**config.mk**
```make
export PLATFORM = sky130hd
export DESIGN_NAME = serdes_ref_clock_config
export DESIGN_NICKNAME = d
export VERILOG_FILES = /design/src/rtl/serdes_ref_clock_config.v
export VERILOG_INCLUDE_DIRS = /design/src /design/src/rtl
export SDC_FILE = /design/constraint.sdc
export NUM_CORES = 1
export LEC_CHECK = 0
export ABC_AREA = 1
export CORE_ASPECT_RATIO = 0.7
export CORE_MARGIN = 2
export CORE_UTILIZATION = 43
export CTS_BUF_LIST = sky130_fd_sc_hd__clkbuf_2
export CTS_CLUSTER_SIZE = 12
export DETAILED_ROUTE_END_ITERATION = 12
export DONT_BUFFER_PORTS = 1
export GPL_TIMING_DRIVEN = 0
export PLACE_DENSITY = 0.68
export SLEW_MARGIN = 20
export SYNTH_ARGS = -nofsm -noshare
export SYNTH_HDL_FRONTEND = slang
export SYNTH_SLANG_ARGS = --single-unit
export TNS_END_PERCENT = 10
```
**constraint.sdc**
```tcl
create_clock -name clk_i -period 3.31 [get_ports clk_i]
set_clock_uncertainty 0.2 [all_clocks]
set_input_delay 0.331 -clock clk_i [delete_from_list [all_inputs] [get_ports clk_i]]
set_output_delay 0.331 -clock clk_i [all_outputs]
set_load 0.01 [all_outputs]
```
**src/rtl/serdes_ref_clock_config_map.vh**
```
// Offsets, field layouts, reset values, divider selects and management clock target of the reference clock block
`ifndef SERDES_REF_CLOCK_CONFIG_MAP_VH
`define SERDES_REF_CLOCK_CONFIG_MAP_VH
`define ADDR_W 4
`define A_CTRL 4'h0
`define A_PLLDIV 4'h1
`define A_CHDIV 4'h2
`define A_MGMT 4'h3
`define A_STATUS 4'h4
`define CTRL_FABRIC_SEL 0
`define CTRL_WIDTH_SEL 1
`define CTRL_COUPLING 2
`define CTRL_PWR_UP 3
`define CTRL_RST 4'h4
`define PLLDIV_RST 8'h21
`define CHDIV_RST 8'h00
`define MGMT_RST 4'h1
`define DIVSEL_ONE 2'h0
`define DIVSEL_TWO 2'h1
`define DIVSEL_FOUR 2'h2
`define MGMT_TARGET_MHZ 25
`endif

```
**src/rtl/serdes_ref_clock_config.v**
```verilog
// Reference clock selection, channel clock dividers and management clock divider
// Behaviour
// - Each channel TX and RX clock is the PLL clock divided by one, two or four; a select of 3 holds it low.
// - One reference input clocks both channels through the shared PLL.
// - Deserializer clock runs at half line rate; configuration chosen to get it.
// - Reference clock fed to the PLL is forwarded on a dedicated output.
// - Management logic clocked near 25 MHz by dividing reference by set divider.
// - Fabric reference source bypasses dedicated routing and feeds the PLL.
`include "serdes_ref_clock_config_map.vh"
module serdes_ref_clock_config (
    input wire clk_i,
    input wire resetn_i,
    input wire [`ADDR_W-1:0] addr_i,
    input wire [7:0] wdata_i,
    input wire wr_i,
    input wire rd_i,
    output reg [7:0] rdata_o,
    input wire ref_clock_in_i,
    input wire fabric_ref_clock_i,
    input wire pll_clock_i,
    output wire pll_ref_clock_o,
    output wire ref_clock_forward_o,
    output wire [3:0] tx_clock_o,
    output wire [3:0] rx_clock_o,
    output reg mgmt_clock_o,
    output wire internal_width_select_o,
    output wire [2:0] datapath_div_o,
    output wire [3:0] pll_feedback_divider_o,
    output wire [3:0] pll_reference_divider_o,
    output wire ref_input_coupling_option_o,
    output wire ref_clock_power_up_o
);
    reg [3:0] ctrl_q;
    reg [7:0] plldiv_q;
    reg [7:0] chdiv_q;
    reg [3:0] mgmt_div_q;
    reg [3:0] mgmt_cnt_q;
    reg [1:0] pll_cnt_q;
    reg [1:0] ref_sync_q;
    reg [1:0] pll_sync_q;
    reg [7:0] rdata_d;
    wire src_clk;
    wire [3:0] tap;
    // Clock path is a plain mux; glitches on a source change are why the tile is reset after it
    assign src_clk = ctrl_q[`CTRL_FABRIC_SEL] ? fabric_ref_clock_i : ref_clock_in_i;
    assign pll_ref_clock_o = src_clk;
    assign ref_clock_forward_o = src_clk;
    assign internal_width_select_o = ctrl_q[`CTRL_WIDTH_SEL];
    assign datapath_div_o = ctrl_q[`CTRL_WIDTH_SEL] ? 3'h5 : 3'h4;
    assign pll_feedback_divider_o = plldiv_q[7:4];
    assign pll_reference_divider_o = plldiv_q[3:0];
    assign ref_input_coupling_option_o = ctrl_q[`CTRL_COUPLING];
    assign ref_clock_power_up_o = ctrl_q[`CTRL_PWR_UP];
    // Divider taps on the sampled PLL clock: /1, /2, /4 (the /1 tap is the second synchronizer stage, pll_sync_q[1])
    assign tap = {1'b0, pll_cnt_q[1], pll_cnt_q[0], pll_sync_q[1]};
    genvar g;
    generate
        for (g = 0; g < 2; g = g + 1) begin : ch
            // Channel g: tx sel bits [4g+1:4g], rx sel bits [4g+3:4g+2]
            clock_tap_sel tx_sel_i (
                .tap_i(tap),
                .sel_i(chdiv_q[4*g+1:4*g]),
                .clk_o(tx_clock_o[2*g+1:2*g])
            );
            clock_tap_sel rx_sel_i (
                .tap_i(tap),
                .sel_i(chdiv_q[4*g+3:4*g+2]),
                .clk_o(rx_clock_o[2*g+1:2*g])
            );
        end
    endgenerate
    always @(posedge clk_i) begin
        if (!resetn_i) begin
            ref_sync_q <= 2'h0;
            pll_sync_q <= 2'h0;
        end else begin
            ref_sync_q <= {ref_sync_q[0], src_clk};
            pll_sync_q <= {pll_sync_q[0], pll_clock_i};
        end
    end
    // Second-stage level is edge-detected against a third stage
    reg ref_prev_q;
    reg pll_prev_q;
    always @(posedge clk_i) begin
        if (!resetn_i) begin
            ref_prev_q <= 1'b0;
            pll_prev_q <= 1'b0;
            pll_cnt_q <= 2'h0;
            mgmt_cnt_q <= 4'h0;
            mgmt_clock_o <= 1'b0;
        end else begin
            ref_prev_q <= ref_sync_q[1];
            pll_prev_q <= pll_sync_q[1];
            if (pll_sync_q[1] && !pll_prev_q)
                pll_cnt_q <= pll_cnt_q + 2'h1;
            if (mgmt_div_q <= 4'h1) begin
                // Divide by one (and 0) passes the sampled reference through, so it never stops
                mgmt_clock_o <= ref_sync_q[1];
                mgmt_cnt_q <= 4'h0;
            end else if (ref_sync_q[1] && !ref_prev_q) begin
                if (mgmt_cnt_q + 4'h1 >= mgmt_div_q) begin
                    mgmt_cnt_q <= 4'h0;
                    mgmt_clock_o <= 1'b1;
                end else begin
                    mgmt_cnt_q <= mgmt_cnt_q + 4'h1;
                    if (mgmt_cnt_q + 4'h1 >= (mgmt_div_q >> 1))
                        mgmt_clock_o <= 1'b0;
                end
            end
        end
    end
    always @(posedge clk_i) begin
        if (!resetn_i) begin
            ctrl_q <= `CTRL_RST;
            plldiv_q <= `PLLDIV_RST;
            chdiv_q <= `CHDIV_RST;
            mgmt_div_q <= `MGMT_RST;
        end else if (wr_i) begin
            case (addr_i)
                `A_CTRL: ctrl_q <= wdata_i[3:0];
                `A_PLLDIV: plldiv_q <= wdata_i;
                `A_CHDIV: chdiv_q <= wdata_i;
                `A_MGMT: mgmt_div_q <= wdata_i[3:0];
                default: ;
            endcase
        end
    end
    always @* begin
        rdata_d = 8'h00;
        case (addr_i)
            `A_CTRL: rdata_d = {4'h0, ctrl_q};
            `A_PLLDIV: rdata_d = plldiv_q;
            `A_CHDIV: rdata_d = chdiv_q;
            `A_MGMT: rdata_d = {4'h0, mgmt_div_q};
            `A_STATUS: rdata_d = {4'h0, mgmt_clock_o, pll_cnt_q, ref_sync_q[1]};
            default: rdata_d = 8'h00;
        endcase
    end
    always @(posedge clk_i) begin
        if (!resetn_i)
            rdata_o <= 8'h00;
        else if (rd_i)
            rdata_o <= rdata_d;
        else
            rdata_o <= 8'h00;
    end
endmodule // serdes_ref_clock_config

// One divider tap selector; serial and parallel copies share a tap so they never drift
module clock_tap_sel (
    input wire [3:0] tap_i,
    input wire [1:0] sel_i,
    output wire [1:0] clk_o
);
    assign clk_o = {2{tap_i[sel_i]}};
endmodule // clock_tap_sel

```
==> results by group <==
Floorplan
  • Die width: 87.3 um
  • Row Count: 21
  • Die Span Y: 62.3 um
  • Starting Density: 0.442
  • Boundary Pins: 52
  • Die area: 5440 sq um
  • Core Box Area: 4730 sq um

Layout
  • Area Overhead vs Synth: 17.3%
  • Share of layout cells above drive strength 1: 0.0895
  • Fin cells: 370
  • Design area: 2450 sq um
  • ANT cells: 0
  • Fillers: 461
  • Final core area utilization: 0.519
  • Fin nets: roughly 340

Run
  • Max-cap viol count: 0

Yosys
  • Synth area leader: dfxtp_1
  • Mean Syn Cell Area: 7.34 sq um
  • Synth cell types: 27
  • Post-synth EDFFs: 0
  • Area contributors post-synth: dfxtp_1 (43%), nand2_1 (8.8%), inv_1 (8.6%), a21oi_1 (7.9%), o21ai_0 (6.2%)
  • Most common library cells after synthesis: nand2_1 (49), inv_1 (48), dfxtp_1 (45)
  • Post-synth top area share: 0.431
  • Yosys Warn Count: 0
  • Flops & latches, synth: 45
  • Async S/R FF share, synth: 0
  • Top-count cell post-synth: nand2_1
  • Net Count, Synth: 312
  • Post-synthesis sequential area ratio: 0.431
  • Synth Cell Area: 2090 sq um
  • Ys flop type: dfxtp_1
  • Mapped Cells: 285

Critical path
  • Crit path arrival time: between 2 and 2.5 ns
  • Worst Path Buf+Inv: 4
  • Crit-path most repeated cell: dlygate4sd3_1
  • Crit start category: input pin
  • Worst-path cell chain: dlygate4sd3_1, inv_1, nand4_1, dlygate4sd3_1, a21oi_1, dlygate4sd3_1
  • Slowest Stage Delay on Critical Path: approximately 0.57 ns
  • Delay-heaviest family, CP: buffers and inverters
  • Worst setup path category: in -> reg
  • CP required: 3.49 ns
  • Slowest CP cell: dlygate4sd3_1
  • Setup crit end kind: flip-flop
  • Critical path peak fanout: 4

Power
  • Cell Pwr Density: 428 nW/um^2
  • Lkg Pwr: between 1 and 1.5 nW
  • Peak supply drop: 0.188 mV
  • Post-route total power: roughly 1.1 mW

Routing
  • Routed length per instance: 13.9 um
  • Total wire length: 5.15 mm
  • Antenna viol nets, final: 0
  • Vias post-DR: 1899
  • DRC: 0
  • Vias per cell: 5.13
  • Initial DRC Count: 127
  • First drt pass iteration count: 4

Clocking
  • Clock Sinks: 45
  • Clock Pin Slew Worst Setup and Hold Paths: ~0.23 ns
  • CTS Buf Count: 5
  • CTS tree: built
  • Post-CTS setup buffer count: 0
  • Root buf cell: clkbuf_2
  • Clk Latency, worst-skew pair: 0.41 ns
  • H-tree levels: 2
  • Clk buf depth: 2

GRT
  • First-pass GRT wire length: 8.42 mm
  • Gr usage total: 0.197
  • Initial antenna violation count: 0
  • Vias in the first global route: 1759
  • Grt ovf: 0
  • Largest net degree at the start of global routing: 15

STA
  • Final Cycle Share: 0.675
  • Final hold violations: 0
  • Fmax: 448 MHz
  • Worst slew margin: 0.625
  • Worst-Margin Slew: ~0.56 ns
  • Slew Limit Fails: 0
  • Final Hold Slack: 0.0388 ns
  • Setup WS post-layout: 1.08 ns
  • RSZ-0062 raised after global routing: false
  • Endpoints failing setup: 0
  • Tmin final: 2.23 ns
  • Post-Route Setup TNS: 0 ns

Placed design
  • IO buf count: 0
  • Placed Area: ~2200 sq um
  • Hpwl dp: 3.80 mm
  • Gpl congestion: 0.887
  • Placed cells: between 300 and 400
  • Pre-CTS setup slack: 1.30 ns

Run status
  • Status: finished clean

Min path
  • Worst min-delay path category: in -> reg
## placed cells by master (no fill, tap or decap)
cell | synthesis | layout
nand2_2 | 2 | 2
o22ai_1 | 5 | 5
o221ai_1 | 2 | 2
bufinv_16 | 0 | 2
nand4_2 | 1 | 1
nand3_1 | 8 | 8
inv_2 | 1 | 1
ha_1 | 8 | 8
nor3_1 | 3 | 3
conb_1 | 2 | 2
o21ai_1 | 3 | 3
o31ai_1 | 4 | 4
nor2_1 | 23 | 23
nand4_1 | 2 | 2
dfxtp_1 | 45 | 45
nand2_1 | 49 | 49
nor2_4 | 2 | 2
buf_4 | 8 | 8
nor2_2 | 2 | 2
buf_6 | 1 | 1
or2_2 | 1 | 1
inv_1 | 48 | 48
clkinv_2 | 0 | 1
buf_2 | 2 | 2
o211ai_1 | 1 | 1
a21oi_1 | 33 | 33
xor2_1 | 1 | 1
o21ai_0 | 26 | 26
clkbuf_2 | 0 | 5
clkbuf_1 | 2 | 2
dlygate4sd3_1 | 0 | 20
## flip-flops by register name, indices dropped and copies added, names as in the netlist
| signal | count |
|---|---|
| chdiv_q | 8 |
| mgmt_div_q | 4 |
| pll_sync_q | 2 |
| rdata_o | 8 |
| pll_cnt_q | 2 |
| mgmt_cnt_q | 4 |
| mgmt_clock_o | 1 |
| ref_prev_q | 1 |
| ctrl_q | 4 |
| plldiv_q | 8 |
| pll_prev_q | 1 |
| ref_sync_q | 2 |
## cell type report
cell class / count / area [sq um] / area share
clock inverters: 3 / 65.1 / 0.0265
well taps: 57 / 71.3 / 0.0291
plain buffers: 13 / 88.8 / 0.0362
flip-flops and latches: 45 / 901 / 0.367
multi-input cells: 178 / 917 / 0.374
clock buffers: 5 / 25.0 / 0.0102
repair buffers: 20 / 200 / 0.0816
inverters: 49 / 184 / 0.0750
## routing by layer
metal | routed length [um] | track usage
met1 | 2580 | 0.292
met4 | 65 | 0.0635
met5 | 0 | 0
met2 | 2090 | 0.269
met3 | 416 | 0.0625
## kinds of logic after synthesis
| family | synth area share |
|---|---|
| AO/OA/AOI/OAI | 0.190 |
| XOR/XNOR | 0.00419 |
| adder cells (fa/ha/maj) | 0.0479 |
| buffers and inverters | 0.130 |
| flip-flops | 0.431 |
| other | 0.00359 |
| AND/OR/NAND/NOR | 0.193 |
## worst reg2reg max path, cell delays in order (launching register included)
cell and delay [ns]:
dfxtp_1 0.51, ha_1 0.20, xor2_1 0.24, ha_1 0.28, nand2_1 0.06, inv_1 0.05, nand3_1 0.06, nand3_1 0.09
nand2_1 0.07, nand2_1 0.10, nor3_1 0.13
## what timing repair did
item | CTS | global route
resized for setup | 0 | 0
hold buffers | 20 | 0
hold endpoints to repair | 29 | 0
## path summary, 6_finish.rpt
| check | from | to | slack, ns | depth (start not counted) |
|---|---|---|---|---|
| min | addr_i[1] | rdata_o[6] | 0.04 | 5 |
| max | addr_i[0] | rdata_o[5] | 1.08 | 6 |
| min reg2reg | pll_sync_q[0] | pll_sync_q[1] | 0.25 | 2 |
| max reg2reg | mgmt_cnt_q[0] | mgmt_cnt_q[2] | 1.26 | 10 |
## power by group
group / leakage [nW] / total [mW] / internal [mW] / switching, mW
Clock: 0.0529 / 0.387 / 0.202 / 0.185
Sequential: 0.365 / 0.566 / 0.555 / 0.0111
Combinational: 0.639 / 0.0975 / 0.0405 / 0.0569
Total: 1.06 / 1.05 / 0.798 / 0.253
Note: power is estimated with default switching activity, not from simulation.
